<file path="config.mk">
export PLATFORM = sky130hd
export DESIGN_NAME = ocfr_top
export DESIGN_NICKNAME = d
export VERILOG_FILES = /design/src/core/ocfr_pkg.sv /design/src/core/ocfr_avg.sv /design/src/core/ocfr_tick.sv /design/src/core/ocfr_top.sv
export VERILOG_INCLUDE_DIRS = /design/src /design/src/core
export SDC_FILE = /design/constraint.sdc
export NUM_CORES = 2
export LEC_CHECK = 0
export BUFFER_PORTS_ARGS = -buffer_cell sky130_fd_sc_hd__buf_2
export CAP_MARGIN = 20
export CORE_MARGIN = 2
export CORE_UTILIZATION = 61
export DETAILED_ROUTE_END_ITERATION = 12
export PLACE_DENSITY_LB_ADDON = 0.3
export SETUP_SLACK_MARGIN = 0.02
export SYNTH_ARGS = -nofsm -noshare
export SYNTH_HDL_FRONTEND = slang
export SYNTH_SLANG_ARGS = --single-unit
</file>
<file path="constraint.sdc">
create_clock -name core_clk -period 16.9 [get_ports core_clk]
set_input_delay 0.845 -clock core_clk [delete_from_list [all_inputs] [get_ports core_clk]]
set_output_delay 0.845 -clock core_clk [all_outputs]
set_load 0.01 [all_outputs]
</file>
<file path="src/core/ocfr_cfg.svh">
// Purpose: named constants for the output current fault response block
// Assumes: 100 MHz core clock
// Notes:   offsets are command codes on the management command port
`ifndef OCFR_CFG_SVH
`define OCFR_CFG_SVH
// ****************************************************************
// command codes
// ****************************************************************
`define OCFR_CMD_UC_ACTION    8'he6
`define OCFR_CMD_AVG_OC_THR   8'he7
`define OCFR_CMD_AVG_UC_THR   8'he8
// ****************************************************************
// field layout and reset value
// ****************************************************************
`define OCFR_UC_ACTION_RESET  8'h80
`define OCFR_RESP_MSB         7
`define OCFR_RESP_LSB         6
`define OCFR_RETRY_MSB        5
`define OCFR_RETRY_LSB        3
`define OCFR_DELAY_MSB        2
`define OCFR_DELAY_LSB        0
`define OCFR_RESP_SHUTDOWN    2'h2
`define OCFR_RESP_WHILE_FAULT 2'h3
`define OCFR_RETRY_FOREVER    3'h7
`define OCFR_EXP_MSB          15
`define OCFR_EXP_LSB          11
`define OCFR_MANT_MSB         10
`define OCFR_MANT_LSB         0
`define OCFR_FRAC_BITS        4
// ****************************************************************
// timing
// ****************************************************************
`define OCFR_CLK_PERIOD_NS    10
`define OCFR_RETRY_UNIT_MS    35
`define OCFR_RETRY_UNIT_CYC   ((`OCFR_RETRY_UNIT_MS * 1000000) / `OCFR_CLK_PERIOD_NS)
`endif

</file>
<file path="src/core/ocfr_pkg.sv">
// Purpose: types and shared arithmetic for the current fault response block
// Assumes: ocfr_cfg.svh included first
// Notes:   threshold words are 5-bit exponent over 11-bit mantissa
`include "ocfr_cfg.svh"
package ocfr_pkg;
  // ****************************************************************
  // channel state
  // ****************************************************************
  typedef enum logic [3:0] {
    OCFR_RUN     = 4'h1,
    OCFR_LATCHED = 4'h2,
    OCFR_RETRY   = 4'h4,
    OCFR_HOLD    = 4'h8
  } ocfr_state_e;

  typedef logic signed [31:0] ocfr_fix_t;

  // threshold word to signed fixed point amperes
  function automatic ocfr_fix_t ocfrLinToFix(input logic [15:0] word);
    logic signed [4:0]  expo;
    logic signed [10:0] mant;
    logic signed [6:0]  shift;
    ocfr_fix_t          wide;
    expo  = word[`OCFR_EXP_MSB:`OCFR_EXP_LSB];
    mant  = word[`OCFR_MANT_MSB:`OCFR_MANT_LSB];
    shift = 7'(expo) + 7'(`OCFR_FRAC_BITS);
    wide  = 32'(mant);
    if (shift >= 0) begin
      ocfrLinToFix = wide <<< shift;
    end else begin
      ocfrLinToFix = wide >>> (-shift);
    end
  endfunction : ocfrLinToFix

  // negate a threshold word, keeping the most negative mantissa in range
  function automatic logic [15:0] ocfrLinNeg(input logic [15:0] word);
    logic [4:0]  expo;
    logic [10:0] mant;
    expo = word[`OCFR_EXP_MSB:`OCFR_EXP_LSB];
    mant = word[`OCFR_MANT_MSB:`OCFR_MANT_LSB];
    if (mant == 11'h400) begin
      ocfrLinNeg = {5'(expo + 5'h01), 11'h200};
    end else begin
      ocfrLinNeg = {expo, 11'(-mant)};
    end
  endfunction : ocfrLinNeg
endpackage : ocfr_pkg

</file>
<file path="src/core/ocfr_avg.sv">
// Purpose: average current over one sense interval, compare to thresholds
// Assumes: sensePhase high for the interval being averaged
// Notes:   compares sum against threshold times count, so no divider
`include "ocfr_cfg.svh"
`timescale 1ns/1ps
`default_nettype none
module ocfr_avg #(
  parameter int SW    = 12,
  parameter int CW    = 8,
  parameter int BLANK = 2
) (
  input  wire logic                 core_clk,
  input  wire logic                 rstLocalN,
  input  wire logic                 sensePhase,
  input  wire logic                 sampleValid,
  input  wire logic signed [SW-1:0] sample,
  input  wire ocfr_pkg::ocfr_fix_t  ocFix,
  input  wire ocfr_pkg::ocfr_fix_t  ucFix,
  output logic                      ocTrip,
  output logic                      ucTrip,
  output logic                      ucLevel
);
  logic signed [SW+CW-1:0] sum;
  logic [CW-1:0]           count;
  logic [CW-1:0]           blank;
  logic                    phaseDly;
  logic signed [SW+CW-1:0] next_sum;
  logic [CW-1:0]           next_count;
  logic [CW-1:0]           next_blank;
  logic                    next_ocTrip;
  logic                    next_ucTrip;
  logic                    next_ucLevel;
  logic signed [47:0]      ocScaled;
  logic signed [47:0]      ucScaled;

  // accumulate unblanked samples, judge at end of interval
  always_comb begin
    next_sum     = sum;
    next_count   = count;
    next_blank   = blank;
    next_ocTrip  = 1'b0;
    next_ucTrip  = 1'b0;
    next_ucLevel = ucLevel;
    ocScaled     = 48'(ocFix) * $signed({1'b0, count});
    ucScaled     = 48'(ucFix) * $signed({1'b0, count});
    if (sensePhase && !phaseDly) begin
      next_sum   = '0;
      next_count = '0;
      next_blank = '0;
    end else if (sensePhase && sampleValid) begin
      if (blank < CW'(BLANK)) begin
        next_blank = blank + CW'(1);
      end else if (count != {CW{1'b1}}) begin
        next_sum   = sum + (SW+CW)'(sample);
        next_count = count + CW'(1);
      end
    end else if (!sensePhase && phaseDly && count != '0) begin
      next_ocTrip  = 48'(sum) > ocScaled;
      next_ucTrip  = 48'(sum) < ucScaled;
      next_ucLevel = next_ucTrip;
    end
  end

  always_ff @(posedge core_clk or negedge rstLocalN) begin
    if (!rstLocalN) begin
      sum      <= '0;
      count    <= '0;
      blank    <= '0;
      phaseDly <= 1'b0;
      ocTrip   <= 1'b0;
      ucTrip   <= 1'b0;
      ucLevel  <= 1'b0;
    end else begin
      sum      <= next_sum;
      count    <= next_count;
      blank    <= next_blank;
      phaseDly <= sensePhase;
      ocTrip   <= next_ocTrip;
      ucTrip   <= next_ucTrip;
      ucLevel  <= next_ucLevel;
    end
  end
endmodule : ocfr_avg
`default_nettype wire

</file>
<file path="src/core/ocfr_tick.sv">
// Purpose: retry time base, one pulse per retry unit after a restart
// Assumes: restart is a one-cycle pulse
// Notes:   counting starts again on every restart
`include "ocfr_cfg.svh"
`timescale 1ns/1ps
`default_nettype none
module ocfr_tick #(
  parameter int unsigned CYCLES = `OCFR_RETRY_UNIT_CYC
) (
  input  wire logic core_clk,
  input  wire logic rstLocalN,
  input  wire logic restart,
  output logic      tick
);
  logic [31:0] count;
  logic [31:0] next_count;
  logic        next_tick;

  // count cycles up to one retry unit
  always_comb begin
    next_count = count + 32'h1;
    next_tick  = 1'b0;
    if (restart) begin
      next_count = 32'h0;
    end else if (count == 32'(CYCLES - 1)) begin
      next_count = 32'h0;
      next_tick  = 1'b1;
    end
  end

  always_ff @(posedge core_clk or negedge rstLocalN) begin
    if (!rstLocalN) begin
      count <= 32'h0;
      tick  <= 1'b0;
    end else begin
      count <= next_count;
      tick  <= next_tick;
    end
  end
endmodule : ocfr_tick
`default_nettype wire

</file>
<file path="src/core/ocfr_top.sv">
// Purpose: per-output average current fault detection and response
// Assumes: command port is the decoded management command layer
// Notes:   overcurrent response itself lives outside; a trip pulse is given
`include "ocfr_cfg.svh"
`timescale 1ns/1ps
`default_nettype none
module ocfr_top #(
  parameter int NCH        = 2,
  parameter int SW         = 12,
  parameter int CW         = 8,
  parameter int BLANK      = 2,
  parameter int TICK_CYCLES = `OCFR_RETRY_UNIT_CYC
) (
  input  wire logic                        core_clk,
  input  wire logic                        rst_n,
  input  wire logic                        cmdValid,
  input  wire logic                        cmdWrite,
  input  wire logic [7:0]                  cmdCode,
  input  wire logic [15:0]                 cmdWdata,
  input  wire logic                        cmdPage,
  input  wire logic                        clearFaults,
  input  wire logic [15:0]                 strapOcThr,
  input  wire logic                        senseUpSlope,
  input  wire logic [NCH-1:0]              pwmHigh,
  input  wire logic [NCH-1:0]              sampleValid,
  input  wire logic [NCH*SW-1:0]           sampleBus,
  input  wire logic [NCH-1:0]              onCommand,
  input  wire logic                        biasGood,
  input  wire logic [NCH-1:0]              otherFault,
  output logic [15:0]                      cmdRdata,
  output logic                             cmdAck,
  output logic                             cmdNack,
  output logic [NCH-1:0]                   outputEnable,
  output logic [NCH-1:0]                   statusUc,
  output logic [NCH-1:0]                   statusOc,
  output logic [NCH-1:0]                   ocResponseTrip,
  output logic                             alert_line_n
);
  // ****************************************************************
  // reset release
  // ****************************************************************
  logic rstSync1;
  logic rstSync2;
  logic rstLocalN;

  // two-stage release of the asynchronous reset
  always_ff @(posedge core_clk or negedge rst_n) begin
    if (!rst_n) begin
      rstSync1 <= 1'b0;
      rstSync2 <= 1'b0;
    end else begin
      rstSync1 <= 1'b1;
      rstSync2 <= rstSync1;
    end
  end
  assign rstLocalN = rstSync2;

  // ****************************************************************
  // per-output settings
  // ****************************************************************
  logic [7:0]  ucAction [NCH];
  logic [15:0] ocThr    [NCH];
  logic [15:0] ucThr    [NCH];
  logic        strapDone;
  logic [7:0]  next_ucAction [NCH];
  logic [15:0] next_ocThr    [NCH];
  logic [15:0] next_ucThr    [NCH];
  logic        next_strapDone;
  logic [15:0] next_cmdRdata;
  logic        next_cmdAck;
  logic        next_cmdNack;
  int          sel;

  // command decode, strap load, paged storage
  always_comb begin
    next_ucAction  = ucAction;
    next_ocThr     = ocThr;
    next_ucThr     = ucThr;
    next_strapDone = 1'b1;
    next_cmdRdata  = cmdRdata;
    next_cmdAck    = 1'b0;
    next_cmdNack   = 1'b0;
    sel            = int'(cmdPage);
    if (!strapDone) begin
      for (int c = 0; c < NCH; c++) begin
        next_ocThr[c] = strapOcThr;
        next_ucThr[c] = ocfr_pkg::ocfrLinNeg(strapOcThr);
      end
    end else if (cmdValid) begin
      next_cmdAck = 1'b1;
      unique case (cmdCode)
        `OCFR_CMD_UC_ACTION: begin
          if (cmdWrite) begin
            next_ucAction[sel] = cmdWdata[7:0];
          end
          next_cmdRdata = {8'h00, ucAction[sel]};
        end
        `OCFR_CMD_AVG_OC_THR: begin
          if (cmdWrite) begin
            next_ocThr[sel] = cmdWdata;
          end
          next_cmdRdata = ocThr[sel];
        end
        `OCFR_CMD_AVG_UC_THR: begin
          if (cmdWrite) begin
            next_ucThr[sel] = cmdWdata;
          end
          next_cmdRdata = ucThr[sel];
        end
        default: begin
          next_cmdAck   = 1'b0;
          next_cmdNack  = 1'b1;
          next_cmdRdata = 16'h0000;
        end
      endcase
    end
  end

  always_ff @(posedge core_clk or negedge rstLocalN) begin
    if (!rstLocalN) begin
      for (int c = 0; c < NCH; c++) begin
        ucAction[c] <= `OCFR_UC_ACTION_RESET;
        ocThr[c]    <= 16'h0000;
        ucThr[c]    <= 16'h0000;
      end
      strapDone <= 1'b0;
      cmdRdata  <= 16'h0000;
      cmdAck    <= 1'b0;
      cmdNack   <= 1'b0;
    end else begin
      ucAction  <= next_ucAction;
      ocThr     <= next_ocThr;
      ucThr     <= next_ucThr;
      strapDone <= next_strapDone;
      cmdRdata  <= next_cmdRdata;
      cmdAck    <= next_cmdAck;
      cmdNack   <= next_cmdNack;
    end
  end

  // ****************************************************************
  // averaging and retry time base
  // ****************************************************************
  logic [NCH-1:0] ocTrip;
  logic [NCH-1:0] ucTrip;
  logic [NCH-1:0] ucLevel;
  logic [NCH-1:0] tick;
  logic [NCH-1:0] tickRestart;

  genvar g;
  generate
    for (g = 0; g < NCH; g++) begin : gChan
      // sense interval follows the configured slope
      ocfr_avg #(
        .SW    (SW),
        .CW    (CW),
        .BLANK (BLANK)
      ) uAvg (
        .core_clk    (core_clk),
        .rstLocalN   (rstLocalN),
        .sensePhase  (senseUpSlope ? pwmHigh[g] : !pwmHigh[g]),
        .sampleValid (sampleValid[g]),
        .sample      (sampleBus[g*SW +: SW]),
        .ocFix       (ocfr_pkg::ocfrLinToFix(ocThr[g])),
        .ucFix       (ocfr_pkg::ocfrLinToFix(ucThr[g])),
        .ocTrip      (ocTrip[g]),
        .ucTrip      (ucTrip[g]),
        .ucLevel     (ucLevel[g])
      );
      ocfr_tick #(
        .CYCLES (TICK_CYCLES)
      ) uTick (
        .core_clk  (core_clk),
        .rstLocalN (rstLocalN),
        .restart   (tickRestart[g]),
        .tick      (tick[g])
      );
    end
  endgenerate

  // ****************************************************************
  // response state machine and status
  // ****************************************************************
  ocfr_pkg::ocfr_state_e state [NCH];
  ocfr_pkg::ocfr_state_e next_state [NCH];
  logic [NCH-1:0] attemptOn;
  logic [2:0]     tickCount [NCH];
  logic [NCH-1:0] next_attemptOn;
  logic [2:0]     next_tickCount [NCH];
  logic [NCH-1:0] next_tickRestart;
  logic [NCH-1:0] next_statusUc;
  logic [NCH-1:0] next_statusOc;
  logic [NCH-1:0] next_ocResponseTrip;
  logic [NCH-1:0] next_outputEnable;
  logic [NCH-1:0] stopRetry;
  logic [1:0]     resp;
  logic [2:0]     retry;
  logic [2:0]     delay;

  // per-output fault handling
  always_comb begin
    next_state          = state;
    next_attemptOn      = attemptOn;
    next_tickCount      = tickCount;
    next_tickRestart    = '0;
    next_statusUc       = statusUc;
    next_statusOc       = statusOc;
    next_ocResponseTrip = ocTrip;
    next_outputEnable   = '0;
    resp                = 2'h0;
    retry               = 3'h0;
    delay               = 3'h0;
    for (int c = 0; c < NCH; c++) begin
      resp  = ucAction[c][`OCFR_RESP_MSB:`OCFR_RESP_LSB];
      retry = ucAction[c][`OCFR_RETRY_MSB:`OCFR_RETRY_LSB];
      delay = ucAction[c][`OCFR_DELAY_MSB:`OCFR_DELAY_LSB];
      stopRetry[c] = !onCommand[c] || !biasGood || otherFault[c];
      // clear first so that a same-cycle fault wins
      if (clearFaults) begin
        next_statusUc[c] = 1'b0;
        next_statusOc[c] = 1'b0;
      end
      if (ocTrip[c]) begin
        next_statusOc[c] = 1'b1;
      end
      if (ucTrip[c]) begin
        next_statusUc[c] = 1'b1;
      end
      unique case (state[c])
        ocfr_pkg::OCFR_RUN: begin
          if (ucTrip[c]) begin
            if (resp == `OCFR_RESP_WHILE_FAULT) begin
              next_state[c] = ocfr_pkg::OCFR_HOLD;
            end else if (retry == `OCFR_RETRY_FOREVER) begin
              next_state[c]       = ocfr_pkg::OCFR_RETRY;
              next_attemptOn[c]   = 1'b0;
              next_tickCount[c]   = 3'h0;
              next_tickRestart[c] = 1'b1;
            end else begin
              next_state[c] = ocfr_pkg::OCFR_LATCHED;
            end
          end
        end
        ocfr_pkg::OCFR_LATCHED: begin
          if (clearFaults && !ucTrip[c]) begin
            next_state[c] = ocfr_pkg::OCFR_RUN;
          end
        end
        ocfr_pkg::OCFR_HOLD: begin
          if (!ucLevel[c]) begin
            next_state[c] = ocfr_pkg::OCFR_RUN;
          end
        end
        ocfr_pkg::OCFR_RETRY: begin
          if (stopRetry[c]) begin
            next_state[c]     = ocfr_pkg::OCFR_RUN;
            next_attemptOn[c] = 1'b0;
          end else if (tick[c] && !tickRestart[c]) begin
            if (tickCount[c] == delay) begin
              next_attemptOn[c]   = 1'b1;
              next_tickCount[c]   = 3'h0;
              next_tickRestart[c] = 1'b1;
            end else begin
              next_tickCount[c] = tickCount[c] + 3'h1;
            end
          end else if (ucTrip[c]) begin
            next_attemptOn[c] = 1'b0;
          end
        end
      endcase
      // output drive from the next state
      next_outputEnable[c] = !stopRetry[c] &&
        (next_state[c] == ocfr_pkg::OCFR_RUN ||
         (next_state[c] == ocfr_pkg::OCFR_RETRY && next_attemptOn[c]));
    end
  end

  always_ff @(posedge core_clk or negedge rstLocalN) begin
    if (!rstLocalN) begin
      for (int c = 0; c < NCH; c++) begin
        state[c]     <= ocfr_pkg::OCFR_RUN;
        tickCount[c] <= 3'h0;
      end
      attemptOn      <= '0;
      tickRestart    <= '0;
      statusUc       <= '0;
      statusOc       <= '0;
      ocResponseTrip <= '0;
      outputEnable   <= '0;
      alert_line_n   <= 1'b1;
    end else begin
      state          <= next_state;
      tickCount      <= next_tickCount;
      attemptOn      <= next_attemptOn;
      tickRestart    <= next_tickRestart;
      statusUc       <= next_statusUc;
      statusOc       <= next_statusOc;
      ocResponseTrip <= next_ocResponseTrip;
      outputEnable   <= next_outputEnable;
      alert_line_n   <= !(|next_statusUc || |next_statusOc);
    end
  end
endmodule : ocfr_top
`default_nettype wire

</file>
; ---- Word level (Yosys, flattened, before mapping)
; Cells that the tools add are included.
; Widths: inputs -> output; s select.
[word_totals]
ff_bits = 274
inputBits = 80
word_cells = 343
[classes]
n_addsub = 20
multipliers = 4
n_lt_le_gt_ge = 12
eq_ne = 42
shift = 8
n_mux = 146
bitwise = 5
reduce_logical = 65
[op_table]
columns = cell, count
row1 = $mux 32, 16
row2 = $mul 32x9->41, 4
row3 = $mux 20, 8
row4 = $mux 8, 18
row5 = $mux 16, 8
row6 = $sshl 11x7->32, 4
row7 = $sshr 11x7->32, 4
row8 = $gt 20x41->1, 2
row9 = $lt 20x41->1, 2
row10 = $add 32x1->32 const B, 2
row11 = $bwmux 32, 2
row12 = $eq 32x22->1 const B, 2
row13 = $mux 1, 58
row14 = $pmux 16 s3, 1
row15 = $mux 3, 14
row16 = $add 20x12->20, 2
row17 = $mux 4, 10
row18 = $add 8x1->8 const B, 4
row19 = $ge 32x2->1 const B, 1
row20 = $lt 32x1->1 const B, 1
row21 = $not 1->32, 1
row22 = $pmux 4 s4, 2
row23 = $neg 6->7, 4
row24 = $add 5x4->6 const B, 4
row25 = 34 further kinds, 128

; ---- Longest topological paths before layout
[depth]
word_depth = 10
mapped_depth = 43
ltp_nobuf = 39

; ---- Modules after synthesis
; A second synthesis with hierarchy kept.
[unflattened]
cells_unflattened = 7347
area_unflattened_um2 = 61465.2
[modules_own_cells]
columns = module, instances, cells_per_inst, area_per_inst_um2, seq_area_each_um2
row1 = ocfr_avg at gChan[1].uAvg, 1, 2634, 22335.2, 1001.0
row2 = ocfr_avg at gChan[0].uAvg, 1, 2575, 22064.9, 1001.0
row3 = ocfr_top, 1, 1756, 13371.6, 3209.3
row4 = ocfr_tick, 2, 191, 1846.8, 825.8

; ---- Least setup slack after synthesis
; OpenSTA, ideal clock, no wires.
[synth_timing]
path_type = register to register
startpoint = register ocThr[27] (netlist bit)
endpoint = register gChan[0].uAvg.ocTrip
t_arrival_ns = 8.810
path_slack_ns = 7.968
stages_incl_launch_ff = 42
path_cell_list = dfrtp_1 buf_2 buf_2 buf_2 buf_4 inv_1 ha_1 clkbuf_1 clkbuf_1 a211oi_1 a211oi_1 a21oi_1 o21ai_0 a31oi_1 o32ai_1 nand2_1 fa_1 inv_1 [... 6 more ...] fa_1 a211oi_1 o21a_1 o21ai_0 o21ai_1 a21boi_0 o21ai_0 a211oi_1 or4_1 and3_1 ha_1 nand4_1 nor4_1 nand3_1 or4_1 o21ai_0 a211o_1 a21oi_1
[synth_between]
elab_chain_cells = 9
elab_cells_between_ends = 11
cone_classes = 2 x add/sub / 1 x mul / 2 x order compare / 2 x shift / 4 x mux
[synth_rtl]
columns = element, line_no
row1 = "start, declared", ocfr_top.sv:62  ; logic [15:0] ocThr [NCH];
row2 = "start signal, assigned", ocfr_top.sv:132  ; ocThr <= next_ocThr;
row3 = $add 5x4->6 *, ocfr_pkg.sv:26  ; shift = 7'(expo) + 7'(`OCFR_FRAC_BITS);
row4 = $neg 6->7, ocfr_pkg.sv:31  ; ocfrLinToFix = wide >>> (-shift);
row5 = $sshr 11x7->32, ocfr_pkg.sv:31
row6 = $mux 32 *, ocfr_pkg.sv:28  ; if (shift >= 0) begin
row7 = $mul 32x9->41 *, ocfr_avg.sv:44  ; ocScaled = 48'(ocFix) * $signed({1'b0, count});
row8 = $gt 20x41->1 *, ocfr_avg.sv:58  ; next_ocTrip = 48'(sum) > ocScaled;
row9 = $mux 1 *, ocfr_avg.sv:57  ; end else if (!sensePhase && phaseDly && count != '0) begin
row10 = $mux 1 *, ocfr_avg.sv:50  ; end else if (sensePhase && sampleValid) begin
row11 = $mux 1 *, ocfr_avg.sv:46  ; if (sensePhase && !phaseDly) begin
row12 = via gChan[0].uAvg.next_ocTrip, ocfr_avg.sv:30  ; logic next_ocTrip;
row13 = "end signal, assigned", ocfr_avg.sv:78  ; ocTrip <= next_ocTrip;
row14 = "end, declared", ocfr_avg.sv:19  ; output logic ocTrip,
; The timed path passes the listed nets; every way through them passes the cells marked *.
; A chain may end at the register's enable or synchronous reset.

; ---- Worst setup path after layout
[layout_timing]
startpoint = register ocThr[29] (netlist bit)
endpoint = register gChan[0].uAvg.ocTrip
; Same word-level chain as after synthesis.

==> flow_summary.toml <==
[routing]
dr.pass1.iters = 7
via_count = 50131
top_layer = "met5"
drc = 0
wire_per_inst_um = 18.8
via_per_inst = 5.92
met2_wirelength_mm = 74.7
wirelength_mm = 160
drt_iter0_drc = 3642
wl_met3_mm = 12.8
wl_met1_mm = 65.9
final_antenna_net_count = 0

[die]
dieArea_um2 = 101000
initial_utilization = 0.613
die_w_um = 318
core_um2 = 98000
die_y_um = 318
io_pins = 107
rows = 115

[yosys]
syn_area_um2 = 60000
yosysWarnings = 0
synthDistinctLibCells = 103
synth-async-reset-ratio = 1.00
seq_area_frac_synth = 0.114
synth_cells = 7221
synth_edf_count = 0
ys.flop_type = "dfrtp_1"
synth_area_per_cell_um2 = 8.31
ys_ff_latch = 274

[clock_tree]
postCtsHoldBufs = 0
clk_pin_slew_ns = 0.05
clock_path_buffers = 3
cts_sinks = 274
root_buffer = "clkbuf_16"
cts_buffers = 35
cts_tree = "done"
clkLatencyLatePin_ns = 0.58
htree_levels = 2
cts_resized = 0
cts_setup_buffers = 0

[placed_design]
post-dp-hpwl_mm = 127
numPortBuffers = 106
dp_slack_ns = 6.12
gp_congestion = 0.954

[critical_path]
cpPeakStageDelay_ns = 0.67
cp.required_ns = 17.34
slowest_stage = "xnor2_1"
r2r_start = "ocThr[29]"
crit_path_end_kind = "flip-flop"
critPathLaunch = "ocThr[29]"
cp_data_arrival_time_ns = 11.38
cpMostUsedCell = "fa_1"
crit_fanout = 31
crit_type = "reg -> reg"
reg2reg_slack_ns = 5.97
cp-start-kind = "flip-flop"

[final_layout]
layout_common_cells = "1162 x inv_1, 794 x fa_1, 701 x nand2_1, 552 x ha_1, 512 x and2_1"
layout_commonest_cell = "inv_1"
drive_gt1_frac = 0.0517
area_growth_pct = 4.59
nets = 8576

[sta]
slew_viol_final = 0
timing.final.hold_violations = 0
rsz0062_at_grt = "no"
finalClockSkew_ns = 0.0305
setup_ws_ns = 5.97
final.min_clock_period_ns = 10.93
fmax_ghz = 0.0915
period_share = 0.647
worstMarginPinSlew_ns = 1.22
setup-violations-final = 0
relSlewSlack = 0.189
fin_tns_setup_ns = 0

[status]
status = "finished, final reports clean"

[global_route]
grt_use_total = 0.321
grt_pass1_wl_mm = 265
antenna_found_initial = 34
grt_max_degree = 83
grt_pass1_vias = 51057
grt_overflow = 0

[power_and_ir_drop]
cellPowerDensity_nw_per_um2 = 76.8
max-vdd-ir-drop_mv = 0.149
p_leak_nw = 32.1

[flow_run]
cap_violations = 0

[min_path]
worstHoldPathType = "in -> async"
-- where the power goes --
part	leakage, nW	switching [mW]	total, mW	internal [mW]
Clock	0.543	0.329	0.750	0.421
Combinational	28.0	1.96	3.15	1.18
Sequential	3.60	0.194	0.927	0.734
-- flip-flops by register name, summed over array words and instances, names as in the netlist, 6 cells and up --
| register | cells |
|---|---|
| tickCount | 6 |
| gChan.uAvg.count | 16 |
| ocThr | 32 |
| cmdRdata | 16 |
| state | 8 |
| ucThr | 32 |
| gChan.uAvg.blank | 16 |
| gChan.uTick.count | 64 |
| gChan.uAvg.sum | 40 |
| ucAction | 8 |
-- cells in the mapped netlist, types with 16 or more instances --
cell type,instances,share of area
inv_1,1162,0.073
fa_1,794,0.26
nand2_1,701,0.044
ha_1,552,0.12
and2_1,512,0.053
nor2_1,447,0.028
a21oi_1,372,0.031
dfrtp_1,269,0.11
o21ai_0,246,0.021
clkbuf_1,240,0.015
nor2b_1,204,0.021
xor2_1,147,0.021
mux2i_1,131,0.022
xnor2_1,129,0.019
nand3_1,128,0.011
a21o_1,117,0.015
nand2b_1,116,0.012
nor3_1,85,0.0071
a211oi_1,67,0.0084
nand4_1,56,0.0058
o21ai_1,53,0.0044
o211ai_1,47,0.0059
and3_1,42,0.0044
a31oi_1,41,0.0043
mux2_2,39,0.0073
o21a_1,37,0.0046
o21bai_1,32,0.0040
nor4_1,31,0.0032
or3_1,28,0.0029
buf_2,23,0.0019
or2_2,20,0.0021
a221oi_1,18,0.0026
a22oi_1,18,0.0023
mux4_2,18,0.0068
o31ai_1,18,0.0023
a22o_1,16,0.0023
and4_1,16,0.0023
-- worst paths after layout --
path,endpoint,cells past startpoint
min reg2reg,statusOc[0],0
min,rstLocalN,1
min in group core_clk,rstLocalN,0
max reg2reg,gChan[0].uAvg.ocTrip,34
max in group asynchronous,cmdRdata[10],2
max,gChan[0].uAvg.ocTrip,34
-- cell type report --
type,instances,area (µm²)
diodes,12,30.0
clock buffers,49,1010
clock inverters,14,108
fillers,8326,35200
inverters,1167,4380
multi-input cells,5500,47700
flip-flops and latches,274,6880
well taps,1287,1610
repair buffers,172,1050
-- worst max-delay path: cells and delay by family (launching register included) --
kind / cells / cell delay, ns
buf+inv: 4 / 0.84
simple gates: 9 / 2.92
fa+ha+maj: 7 / 3.23
compound gates: 12 / 2.52
flops: 1 / 0.36
xor+xnor: 1 / 0.67
mux: 1 / 0.23
-- stage by stage --
stage               cells  area, µm²  utilization  power, mW  hold slack, ns
floorplan            7222      60000            -       3.12           0.331
global placement     8394      61600        0.628       3.94           0.338
detailed placement   8395      61600        0.628       4.03           0.347
CTS                  8458      62700        0.640       4.80         0.00638
global route         8465      62800        0.641       5.24          0.0279
finish               8475      62800        0.641       4.82          0.0353
-- logic make-up after synthesis --
group	Yosys count	synth area share
AND/OR/NAND/NOR	2437	0.204
buffers and inverters	1448	0.0916
adder cells (fa/ha/maj)	1346	0.380
AO/OA/AOI/OAI	1247	0.133
XOR/XNOR	280	0.0415
flip-flops	274	0.114
multiplexers	188	0.0359
other	1	0.0000625
-- per-layer routing --
metal / GRT usage / vias up
met5: 0 / -
met4: 0.117 / 32
met3: 0.0626 / 353
met2: 0.524 / 1737
met1: 0.426 / 24646
li1: - / 23363
Note: power is estimated with default switching activity, not from simulation.
